### config.mk
export PLATFORM = sky130hd
export DESIGN_NAME = burst_sram_controller_flat
export DESIGN_NICKNAME = d
export VERILOG_FILES = /design/src/logic/sram_port_pkg.sv /design/src/logic/sram_port_if.sv /design/src/logic/burst_sram_controller.sv /design/src/flat_wrapper.sv
export SDC_FILE = /design/constraint.sdc
export NUM_CORES = 1
export LEC_CHECK = 0
export BUFFER_PORTS_ARGS = -buffer_cell sky130_fd_sc_hd__buf_2
export CORE_MARGIN = 5
export CORE_UTILIZATION = 56
export DETAILED_ROUTE_END_ITERATION = 16
export PLACE_DENSITY = 0.8
export SLEW_MARGIN = 20
export SYNTH_ARGS = -nofsm -noshare
export SYNTH_HDL_FRONTEND = slang
export SYNTH_SLANG_ARGS = --single-unit
### constraint.sdc
create_clock -name ref_clk -period 2.8 [get_ports ref_clk]
set_input_delay 0 -clock ref_clk [delete_from_list [all_inputs] [get_ports ref_clk]]
set_output_delay 0 -clock ref_clk [all_outputs]
set_load 0.03 [all_outputs]
### src/logic/sram_port_pkg.sv
// Purpose: shared constants and types for the burst sram port
// Assumes: one ref_clk cycle per input clock edge (k or k-bar)
// Notes: edge counts are in half cycles of the input clock
`default_nettype none
package sram_port_pkg;
    localparam int ADDR_W = 19;
    localparam int DATA_W = 36;
    localparam int LANES = 4;
    localparam int LANE_W = 9;
    localparam int BEATS = 4;
    localparam int BURST_W = BEATS * DATA_W;
    localparam int BLANE_W = BEATS * LANES;
    // depth of the modelled array, word address bits kept
    localparam int DEPTH_W = 10;
    // edges from the start edge to first write and read beat
    localparam int WR_FIRST = 2;
    localparam int RD_FIRST = 5;
    localparam int WR_SPAN = WR_FIRST + BEATS - 1;
    localparam int PIPE_LEN = RD_FIRST + BEATS - 1;
    localparam logic [LANES-1:0] WIDE_MASK = 4'hf;
    localparam logic [LANES-1:0] NARROW_MASK = 4'h3;
    localparam logic [LANES-1:0] NO_LANES_N = 4'hf;

    typedef logic [ADDR_W-1:0] addr_t;
    typedef logic [DATA_W-1:0] data_t;
    typedef logic [LANES-1:0] lane_t;
    typedef logic [BURST_W-1:0] burst_t;
    typedef logic [BLANE_W-1:0] burst_lane_t;
    typedef logic [DEPTH_W-1:0] mem_idx_t;

    // one started access, as held in the edge history
    typedef struct packed {
        logic valid;
        logic is_rd;
        addr_t addr;
    } start_t;

    // address of a given beat within a burst
    function automatic addr_t beat_addr(input addr_t a, input int b);
        return a + addr_t'(b);
    endfunction

    // spread a lane mask over the data bits it guards
    function automatic data_t lane_bits(input lane_t m);
        data_t r;
        r = '0;
        for (int l = 0; l < LANES; l++) begin
            r[l*LANE_W +: LANE_W] = {LANE_W{m[l]}};
        end
        return r;
    endfunction
endpackage
`default_nettype wire

### src/logic/sram_port_if.sv
// Purpose: pins between the memory controller and the burst sram
// Assumes: k_edge marks a ref_clk cycle holding an input clock edge
// Notes: q_oe low stands for high impedance on the read data pins
`timescale 1ns/10ps
`default_nettype none
interface sram_port_if;
    import sram_port_pkg::*;
    logic k_edge;
    logic k_true;
    logic read_port_select_n;
    logic write_port_select_n;
    addr_t addr;
    data_t d;
    lane_t lane_write_select_n;
    data_t q;
    logic q_oe;

    modport device (
        input k_edge,
        input k_true,
        input read_port_select_n,
        input write_port_select_n,
        input addr,
        input d,
        input lane_write_select_n,
        output q,
        output q_oe
    );

    modport controller (
        output k_edge,
        output k_true,
        output read_port_select_n,
        output write_port_select_n,
        output addr,
        output d,
        output lane_write_select_n,
        input q,
        input q_oe
    );
endinterface
`default_nettype wire

### src/logic/burst_sram_controller.sv
// Purpose: memory controller end, issues bursts and collects reads
// Assumes: requests arrive already split into four-beat bursts
// Notes: two write buffers cover back-to-back write bursts
`timescale 1ns/10ps
`default_nettype none
module burst_sram_controller (
    input wire logic ref_clk,
    input wire logic reset,
    input wire logic clock_run,
    input wire logic req_valid,
    input wire logic req_write,
    input wire sram_port_pkg::addr_t req_addr,
    input wire sram_port_pkg::burst_t req_wdata,
    input wire sram_port_pkg::burst_lane_t req_lanes_n,
    output logic req_ready,
    output logic rsp_valid,
    output sram_port_pkg::burst_t rsp_data,
    sram_port_if.controller port
);
    import sram_port_pkg::*;

    typedef struct packed {
        logic phase;
        logic last_rd;
        logic last_wr;
        logic rsel_n;
        logic wsel_n;
        addr_t addr;
        data_t d;
        lane_t lanes_n;
        logic [1:0][BURST_W-1:0] wbuf;
        logic [1:0][BLANE_W-1:0] wlane;
        logic wslot;
        logic [WR_SPAN-1:0] hist_v;
        logic [WR_SPAN-1:0] hist_s;
        logic [1:0] rbeat;
        burst_t rdata;
        logic rsp_valid;
    } ctl_state_t;

    ctl_state_t st_reg;
    ctl_state_t st_next;
    logic run;
    logic legal;
    logic slot;
    int beat;

    // stop only before a k rise, so both clocks rest high
    assign run = st_reg.phase ? clock_run : 1'b1;
    // no same-type start on consecutive k rises
    assign legal = req_write ? !st_reg.last_wr : !st_reg.last_rd;
    assign req_ready = !st_reg.phase && legal;

    // prepare pins for the coming edge while this one runs
    always_comb begin
        st_next = st_reg;
        st_next.rsp_valid = 1'b0;
        slot = 1'b0;
        beat = 0;
        if (run) begin
            st_next.phase = !st_reg.phase;
            st_next.hist_v = {st_reg.hist_v[WR_SPAN-2:0], st_reg.phase && !st_reg.wsel_n};
            st_next.hist_s = {st_reg.hist_s[WR_SPAN-2:0], !st_reg.wslot};
            if (st_reg.phase) begin
                st_next.last_rd = !st_reg.rsel_n;
                st_next.last_wr = !st_reg.wsel_n;
                st_next.rsel_n = 1'b1;
                st_next.wsel_n = 1'b1;
            end
            // write beat for the next edge, per-beat lanes
            st_next.lanes_n = NO_LANES_N;
            for (int j = WR_FIRST - 1; j < WR_SPAN; j++) begin
                if (st_next.hist_v[j]) begin
                    slot = st_next.hist_s[j];
                    beat = j - (WR_FIRST - 1);
                    st_next.d = st_reg.wbuf[slot][beat*DATA_W +: DATA_W];
                    st_next.lanes_n = st_reg.wlane[slot][beat*LANES +: LANES];
                end
            end
            // q on the pins was launched by the previous edge
            if (port.q_oe) begin
                st_next.rdata[st_reg.rbeat*DATA_W +: DATA_W] = port.q;
                st_next.rbeat = st_reg.rbeat + 2'h1;
                st_next.rsp_valid = (st_reg.rbeat == 2'(BEATS - 1));
            end
            // accept a request for the coming k rise
            if (!st_reg.phase && req_valid && legal) begin
                st_next.rsel_n = req_write;
                st_next.wsel_n = !req_write;
                st_next.addr = req_addr;
                if (req_write) begin
                    st_next.wbuf[st_reg.wslot] = req_wdata;
                    st_next.wlane[st_reg.wslot] = req_lanes_n;
                    st_next.wslot = !st_reg.wslot;
                end
            end
        end
    end

    // state register; next edge after reset is a k rise
    always_ff @(posedge ref_clk) begin
        if (reset) begin
            st_reg <= '0;
            st_reg.phase <= 1'b1;
            st_reg.rsel_n <= 1'b1;
            st_reg.wsel_n <= 1'b1;
            st_reg.lanes_n <= NO_LANES_N;
        end else begin
            st_reg <= st_next;
        end
    end

    assign port.k_edge = run;
    assign port.k_true = st_reg.phase;
    assign port.read_port_select_n = st_reg.rsel_n;
    assign port.write_port_select_n = st_reg.wsel_n;
    assign port.addr = st_reg.addr;
    assign port.d = st_reg.d;
    assign port.lane_write_select_n = st_reg.lanes_n;
    assign rsp_valid = st_reg.rsp_valid;
    assign rsp_data = st_reg.rdata;
endmodule
`default_nettype wire

### src/flat_wrapper.sv
// flat-port wrapper written by rule: the top's interface ports become plain ports
module burst_sram_controller_flat import sram_port_pkg::*;
  (ref_clk, reset, clock_run, req_valid, req_write, req_addr, req_wdata, req_lanes_n, req_ready, rsp_valid, rsp_data, port_k_edge, port_k_true, port_read_port_select_n, port_write_port_select_n, port_addr, port_d, port_lane_write_select_n, port_q, port_q_oe);
  sram_port_if port_i ();
  input wire logic ref_clk;
  input wire logic reset;
  input wire logic clock_run;
  input wire logic req_valid;
  input wire logic req_write;
  input wire sram_port_pkg::addr_t req_addr;
  input wire sram_port_pkg::burst_t req_wdata;
  input wire sram_port_pkg::burst_lane_t req_lanes_n;
  output logic req_ready;
  output logic rsp_valid;
  output sram_port_pkg::burst_t rsp_data;
  output wire logic [$bits(port_i.k_edge)-1:0] port_k_edge;
  output wire logic [$bits(port_i.k_true)-1:0] port_k_true;
  output wire logic [$bits(port_i.read_port_select_n)-1:0] port_read_port_select_n;
  output wire logic [$bits(port_i.write_port_select_n)-1:0] port_write_port_select_n;
  output wire logic [$bits(port_i.addr)-1:0] port_addr;
  output wire logic [$bits(port_i.d)-1:0] port_d;
  output wire logic [$bits(port_i.lane_write_select_n)-1:0] port_lane_write_select_n;
  input wire logic [$bits(port_i.q)-1:0] port_q;
  input wire logic [$bits(port_i.q_oe)-1:0] port_q_oe;
  assign port_k_edge = port_i.k_edge;
  assign port_k_true = port_i.k_true;
  assign port_read_port_select_n = port_i.read_port_select_n;
  assign port_write_port_select_n = port_i.write_port_select_n;
  assign port_addr = port_i.addr;
  assign port_d = port_i.d;
  assign port_lane_write_select_n = port_i.lane_write_select_n;
  assign port_i.q = port_q;
  assign port_i.q_oe = port_q_oe;
  burst_sram_controller u_core (.ref_clk(ref_clk), .reset(reset), .clock_run(clock_run), .req_valid(req_valid), .req_write(req_write), .req_addr(req_addr), .req_wdata(req_wdata), .req_lanes_n(req_lanes_n), .req_ready(req_ready), .rsp_valid(rsp_valid), .rsp_data(rsp_data), .port(port_i));
endmodule
* Word-level counts from Yosys, hierarchy flattened *
Index checks and enable logic that the tools add are counted.

storage, ports and cells
  flip-flop bits (word level) = 540
  input bits = 221
  output and inout bits = 209
  word-level logic and storage cells = 84

cells by class
  $add $sub $neg = 2
  $mul = 1
  $lt $le $gt $ge = 6
  equal/unequal tests = 1
  shifts and indexed selects = 2
  mux-type cells = 31
  bitwise gates (word level) = 2
  reduce and logical (&&, ||, !) cells = 21

operator list
  cell                                                                          count
  144-bit two-way mux                                                           3
  288-bit bitwise mux                                                           1
  108-bit two-way mux                                                           2
  40-bit two-way mux                                                            4
  144-bit bitwise mux                                                           1
  144-bit demux with 1-bit select                                               1
  72-bit two-way mux                                                            2
  36-bit by 34-bit variable shift with 144-bit output, first input constant     1
  36-bit by 34-bit indexed part select with 144-bit output                      1
  36-bit two-way mux                                                            2
  16-bit two-way mux                                                            3
  8-bit negator with 34-bit output                                              1
  32-bit bitwise mux                                                            1
  12-bit two-way mux                                                            2
  21-bit two-way mux                                                            1
  16-bit demux with 1-bit select                                                1
  8-bit two-way mux                                                             2
  1-bit by 2-bit less-than comparator with 1-bit output, second input constant  5
  2-bit AND reduction                                                           5
  4-bit two-way mux                                                             2
  1-bit logical NOT                                                             7
  2-bit by 4-bit multiplier with 6-bit output, second input constant            1
  1-bit logical AND                                                             5
  4-bit nonzero test                                                            1
  9 further kinds                                                               11

* Longest topological paths before layout *
Gate-level depths: netlist of the first run.

  depth in word-level cells = 6
  gate-level depth with buffers = 11
  mapped depth without buffers = 6

* Least setup slack after synthesis of the first run *
OpenSTA, ideal clock, no wires.

  kind = reg-to-reg
  from = register u_core.st_reg[145] (netlist name)
  to = register u_core.st_reg (netlist bit u_core.rsp_data[123])
  data arrival time = 2.273 ns
  data required time = 2.733 ns
  slack = 0.460 ns
  cell stages (with the launch flop) = 11
  path buffers = 4
  cells stage by stage = dfxtp_1 buf_6 buf_4 inv_1 ha_1 buf_4 or4_4 nor4b_4 buf_6 o21ai_2 a21oi_2

between the ends
  word-level cells in the longest chain between the ends = 4
  elaborated cells between the ends (all ways) = 5

RTL lines
  item                                                                                                                             line                          RTL
  from (decl)                                                                                                                      burst_sram_controller.sv:41   ctl_state_t st_reg;
  from (signal assigned)                                                                                                           burst_sram_controller.sv:109  st_reg <= st_next;
  2-bit by 4-bit multiplier with 6-bit output *                                                                                    burst_sram_controller.sv:82   st_next.rdata[st_reg.rbeat*DATA_W +: DATA_W] = port.q;
  8-bit negator with 34-bit output *                                                                                               burst_sram_controller.sv:82
  36-bit by 34-bit indexed part select with 144-bit output or 36-bit by 34-bit variable shift with 144-bit output (tied branches)  burst_sram_controller.sv:82
  144-bit bitwise mux *                                                                                                            burst_sram_controller.sv:82

Mark *: on every way between the ends. The rest lies on a longest branch, timed or not.
A chain may end at the register's enable or synchronous reset.

* Worst setup path after layout of the first run *
  from = register u_core.st_reg[145] (netlist name)
  to = register u_core.st_reg (netlist bit u_core.rsp_data[23])

The elaborated chain is that of the path after synthesis.

==> results of run 1 <==
## logic make-up after synthesis
family | count (synthesis)
flops | 540
simple gates | 991
buf+inv | 456
mux | 247
fa+ha+maj | 6
compound gates | 687
xor+xnor | 1
## path summary, 6_finish.rpt
kind,slack [ns],to,start
min,0.04,u_core.rsp_data[13],port_q[13]
max,0.15,u_core.rsp_data[23],u_core.st_reg[145]
min reg2reg,0.45,u_core.st_reg[322],u_core.st_reg[322]
max reg2reg,0.15,u_core.rsp_data[23],u_core.st_reg[145]
## through the flow
stage	std cells	area (um^2)	hold slack [ns]	util (%)	power [mW]
finish	3939	29900	0.0394	68.2	17.4
global route	3933	29900	0.0468	68.1	17.8
CTS	3919	29900	0.00239	68.0	17.3
detailed placement	3592	25800	0.244	58.7	9.75
global placement	3591	25800	0.231	58.7	9.73
floorplan	2928	24700	0.136	-	9.13
## critical path: stages (launching register included)
cell and delay, ns:
dfxtp_2 0.38, buf_4 0.65, mux4_2 0.61, dlygate4sd3_1 0.58
a22oi_1 0.17, nor2_1 0.06
## routing by layer
| metal | share of wire (%) | vias up |
|---|---|---|
| li1 | - | 10600 |
| met1 | 38 | 11400 |
| met2 | 46 | 1513 |
| met3 | 10 | 356 |
| met4 | 5.8 | 2 |
| met5 | 0.015 | - |
## final cells by class
class	count	share of cell area [%]
repair buffers	744	17.6
multi-input cells	1932	37.4
inverters	11	0.138
clock buffers	82	5.30
clock inverters	18	0.811
flip-flops and latches	540	36.1
diodes	20	0.167
well taps	592	2.47
## report_power, final
part | leakage, nW | total, mW | internal, mW | switching, mW
registers | 4.36 | 7.86 | 7.79 | 0.0739
logic | 6.25 | 2.07 | 0.806 | 1.26
clock network | 0.895 | 7.44 | 4.30 | 3.14
total | 11.5 | 17.4 | 12.9 | 4.48
## synthesized netlist by cell type (5+ instances only)
cell	n	area share, %
mux2i_1	111	4.5
inv_1	8	0.12
nand2b_1	6	0.15
nor2b_1	8	0.20
a211o_1	33	1.2
a311oi_1	32	1.1
a22oi_1	58	1.8
nand2_1	753	11
buf_1	7	0.11
o2bb2ai_1	5	0.18
nor2_1	134	2.0
ha_1	6	0.30
nand4_1	6	0.15
o21ai_1	11	0.22
clkbuf_1	120	1.8
nand3b_1	5	0.15
a21oi_1	365	7.4
a21o_1	5	0.15
buf_2	80	1.6
nand3_1	25	0.51
buf_4	232	7.1
mux4_2	5	0.46
a32o_1	5	0.20
dfxtp_1	540	44
buf_6	6	0.27
a22o_1	13	0.46
a32oi_1	19	0.67
a211oi_1	7	0.21
mux2_2	131	6.0
a221oi_1	42	1.5
o21ai_0	54	1.1
nor3_1	12	0.24
o22ai_1	5	0.13
## repair_timing
item,4_1_cts,5_1_grt
setup buffers,0,0
hold buffers,227,0
setup endpoints to repair,0,6
gates resized for setup,0,1
hold endpoints to repair,419,0
==> flow_summary.ini, run 1 <==
[status]
status = complete, no violations

[clock_network]
htreeDepth = 2
cts_buffer_depth = 3
cts_tree = done
cts_root_buf = clkbuf_16
clk_latency_ns = 0.63
clock_sinks = 540
cts_buffers = 54
clk_pin_slew_ns = 0.06

[layout]
layout_common_cells = nand2_1, dfxtp_1, buf_2
layout_commonest_cell = nand2_1
drive_above_1_share_pct = 23.3
fillCellCount = 3381
seq_area_um2 = 10800
largest_register_ff_count = 333
multiInputGateArea_um2 = 11200
area_growth_pct = 21.3
nets = 3510

[global_route]
met2_usage_pct = 55.2
grt_max_degree = 221
use_met1_pct = 43.9
met3_usage_pct = 7.69
grt_pass1_wl_mm = 132
antenna_found_initial = 15
track_usage_pct = 34.4
grt_pass1_vias = 22900
grt_remaining_overflow = 0
grt-busiest-layer = met2

[floorplanning]
rows = 77
die-area_um2 = 48400
start_util_pct = 56.2
die_width_um = 220
core_um2 = 43900
die_h_um = 220
io_pins = 430

[synth]
async_reset_ff_share_pct = 0
synthAdderAreaFrac_pct = 0.304
syn_area_um2 = 24700
synth-simple-area-share_pct = 16.4
ys_ff_latch = 540
synth-main-ff-cell = dfxtp_1
synth_xor_area_share_pct = 0.0355
yosysWarnings = 0
synth_top_family_by_area = compound AO/OA/AOI/OAI gates
syn-num-nets = 3155
synth_edf_count = 0
seq_area_frac_synth_pct = 43.8
avgSynthCellArea_um2 = 8.43
synth_compound_area_share_pct = 17.5
synthMuxAreaShare_pct = 10.9
synth.distinct_cells = 73
syn_inst = 2928

[routing]
drtAntennaViolNets = 0
num_vias = 23800
wl_per_cell_um = 22.4
drt_wl_total_mm = 88.2
via_per_inst = 6.05
drt-initial-drc-count = 2967
dr.pass1.iters = 6
drcViolationCount = 0

[placed_design]
io_buffers = 429
dp_hpwl_mm = 56.9
dpl_worst_slack_ns = 0.167
routabilityCongestion = 0.968

[timing]
fmaxAchievable_ghz = 0.377
maxSlewHeadroom_pct = 28.8
layout_setup_ws_ns = 0.147
fin_setup_tns_ns = 0
finalSetupViolCount = 0
period_share_pct = 94.7
worst_slew_pin_slew_ns = 1.07
drv_slew = 0
layout_min_cycle_time_ns = 2.65
finalHoldViolCount = 0
skew_ns = 0.0272
rsz0062_at_grt = false

[setup_path]
cp.required_ns = 3.28
path_class = reg -> reg
cp.arrival_ns = 3.14
start_kind = flop
end_kind = flop
crit_path_max_fanout = 61
reg2reg_depth = 5

[power_and_ir_drop]
ir_worst_vdd_mv = 0.542
p_leak_nw = 11.5
p_per_area_nw_per_um2 = 580

[worst_hold_path]
whs_path_depth = 5
hold_path.class = in -> reg

[job]
cap_violations = 0
Power figures use the tool's default switching activity.
==> run 2, diff against run 1 <==
--- a/config.mk
+++ b/config.mk
@@ -7,9 +7,9 @@
 export LEC_CHECK = 0
 export BUFFER_PORTS_ARGS = -buffer_cell sky130_fd_sc_hd__buf_2
 export CORE_MARGIN = 5
-export CORE_UTILIZATION = 56
+export CORE_UTILIZATION = 61
 export DETAILED_ROUTE_END_ITERATION = 16
-export PLACE_DENSITY = 0.8
+export PLACE_DENSITY = 0.86
 export SLEW_MARGIN = 20
 export SYNTH_ARGS = -nofsm -noshare
 export SYNTH_HDL_FRONTEND = slang
==> constraint.sdc (replaced) <==
create_clock -name ref_clk -period 3.1 [get_ports ref_clk]
set_input_delay 0.31 -clock ref_clk [delete_from_list [all_inputs] [get_ports ref_clk]]
set_output_delay 0.31 -clock ref_clk [all_outputs]
set_load 0.03 [all_outputs]
==> run 2 against run 1 <==
Effect of this change: clock power decreased by 7.5%; die area decreased by 7.8%; via count decreased by 1.2%; core utilization increased by 5.0 points; routed wire length decreased by 0.94%; global-route usage increased by 2.4 points; cell count decreased by 3.8%; sequential power decreased by 9.5%; combinational power decreased by 13%; flip-flop and latch count unchanged.
==> flow_summary.ini, run 2 (synthesized netlist as in run 1, its figures left out) <==
[timing]
fin_setup_tns_ns = 0
drv_slew = 0
fmaxAchievable_ghz = 0.356
skew_ns = 0.0240
layout_min_cycle_time_ns = 2.81
hold_ws_ns = 0.0480
maxSlewHeadroom_pct = 29.3
finalHoldViolCount = 0
period_share_pct = 90.6
finalSetupViolCount = 0
worst_slew_pin_slew_ns = 1.06
rsz0062_at_grt = false

[setup_path]
crit_path_max_fanout = 26
path_class = reg -> reg
regToRegEndpoint = u_core.rsp_data[15]
r2r_start = u_core.st_reg[145]
reg2reg_depth = 6
end_kind = flop
cp.arrival_ns = 3.32
start_kind = flop
r2r_slack_ns = 0.29
cp.required_ns = 3.62

[global_route]
grt_remaining_overflow = 0
track_usage_pct = 36.9
antenna_found_initial = 13
grt_pass1_vias = 22900
grt_max_degree = 188
grt_pass1_wl_mm = 131

[placed_design]
dp_hpwl_mm = 55.4
io_buffers = 429
dp.cells = 3496
routabilityCongestion = 0.977

[clock_network]
clk_latency_ns = 0.62
clock_sinks = 540
cts_resized = 0
clk_pin_slew_ns = 0.06
htreeDepth = 2
cts_buffer_depth = 3
cts_tree = done
cts_root_buf = clkbuf_16
cts_hold_buf = 180
post-cts-setup-buffers = 0
cts_buffers = 54

[power_and_ir_drop]
combPwrFrac_pct = 11.4
p_sw_mw = 4.02
power.internal_mw = 11.8
p_clk_share_pct = 43.6
swShare_pct = 25.5
p_per_area_nw_per_um2 = 541
p_leak_nw = 11.2
seqPwrFrac_pct = 45.0
ir_worst_vdd_mv = 0.483
finalPower_mw = 15.8

[floorplanning]
rows = 73
die_width_um = 211
start_util_pct = 61.9
core_um2 = 39900
die_h_um = 211
io_pins = 430
die-area_um2 = 44600

[routing]
num_vias = 23600
drt-initial-drc-count = 3700
wl_per_cell_um = 23.1
drtAntennaViolNets = 0
drcViolationCount = 0
dr.pass1.iters = 9
via_per_inst = 6.21
drt_wl_total_mm = 87.4

[layout]
drive_above_1_share_pct = 22.8
layout_common_cells = nand2_1, dfxtp_1, buf_2
fillCellCount = 2649
nets = 3434
post-route-util_pct = 73.1
area_growth_pct = 18.2
seq_area_um2 = 10800
fin_cells = 3791
layout_commonest_cell = nand2_1
multiInputGateArea_um2 = 11200
largest_register_ff_count = 333

[status]
status = complete, no violations

[worst_hold_path]
hold_path.class = in -> reg
whs_path_depth = 3
hold_path_end = u_core.port.read_port_select_n
min-delay-start = req_valid

[job]
cap_violations = 0
[run 2: cell types whose count changed in the layout (fill, tap and decap cells not counted), moves of 2 or more]
cell,delta
buf_4,-28
dlygate4sd3_1,-47
diode_2,-3
clkinv_2,-3
bufinv_16,+2
[run 2: how the worst max path moves through the flow]
stage,from,to,slack (ns),depth (start not counted)
floorplan,u_core.st_reg[145],u_core.rsp_data[123],0.76,10
detailed placement,u_core.st_reg[145],u_core.rsp_data[10],0.41,6
finish,u_core.st_reg[145],u_core.rsp_data[15],0.29,6
global route,u_core.st_reg[145],u_core.rsp_data[15],0.04,6
CTS,u_core.st_reg[145],u_core.rsp_data[7],0.37,6
global placement,u_core.st_reg[145],u_core.rsp_data[15],0.58,6
[run 2: stage by stage]
stage               worst slack, ns  instance area, um^2
floorplan                     0.760                24700
global placement              0.581                25500
detailed placement            0.407                25500
CTS                           0.365                29100
global route                 0.0382                29200
finish                        0.292                29200
[run 2: area by class of cell]
type	instances	area share (%)
multi-input cells	1932	38.4
flip-flops and latches	540	37.1
repair buffers	668	15.6
clock buffers	83	5.49
well taps	525	2.25
clock inverters	15	0.866
diodes	17	0.146
inverters	11	0.141
[run 2: power groups by stage]
stage,clock (mW),combinational (mW),sequential (mW)
2_1_floorplan,0,1.02,7.23
3_3_place_gp,0,1.52,7.25
3_5_place_dp,0,1.54,7.25
4_1_cts,6.88,1.74,7.10
5_1_grt,7.17,1.88,7.11
6_report,6.88,1.81,7.11
[run 2: critical path: stages (launching register included)]
cell	delay, ns
dfxtp_2	0.35
inv_1	0.22
ha_1	0.51
nor3b_1	0.33
and4_1	0.85
o21ai_0	0.22
a21oi_1	0.23
[run 2: routing by layer]
| metal | up-vias | routed length [um] | share of wire (%) | track usage [%] |
|---|---|---|---|---|
| li1 | 10500 | - | - | - |
| met1 | 11100 | 31900 | 37 | 46.7 |
| met2 | 1640 | 39600 | 45 | 58.6 |
| met3 | 394 | 10100 | 12 | 8.53 |
| met4 | 8 | 5700 | 6.5 | 19.7 |
| met5 | - | 56 | 0.064 | 0 |
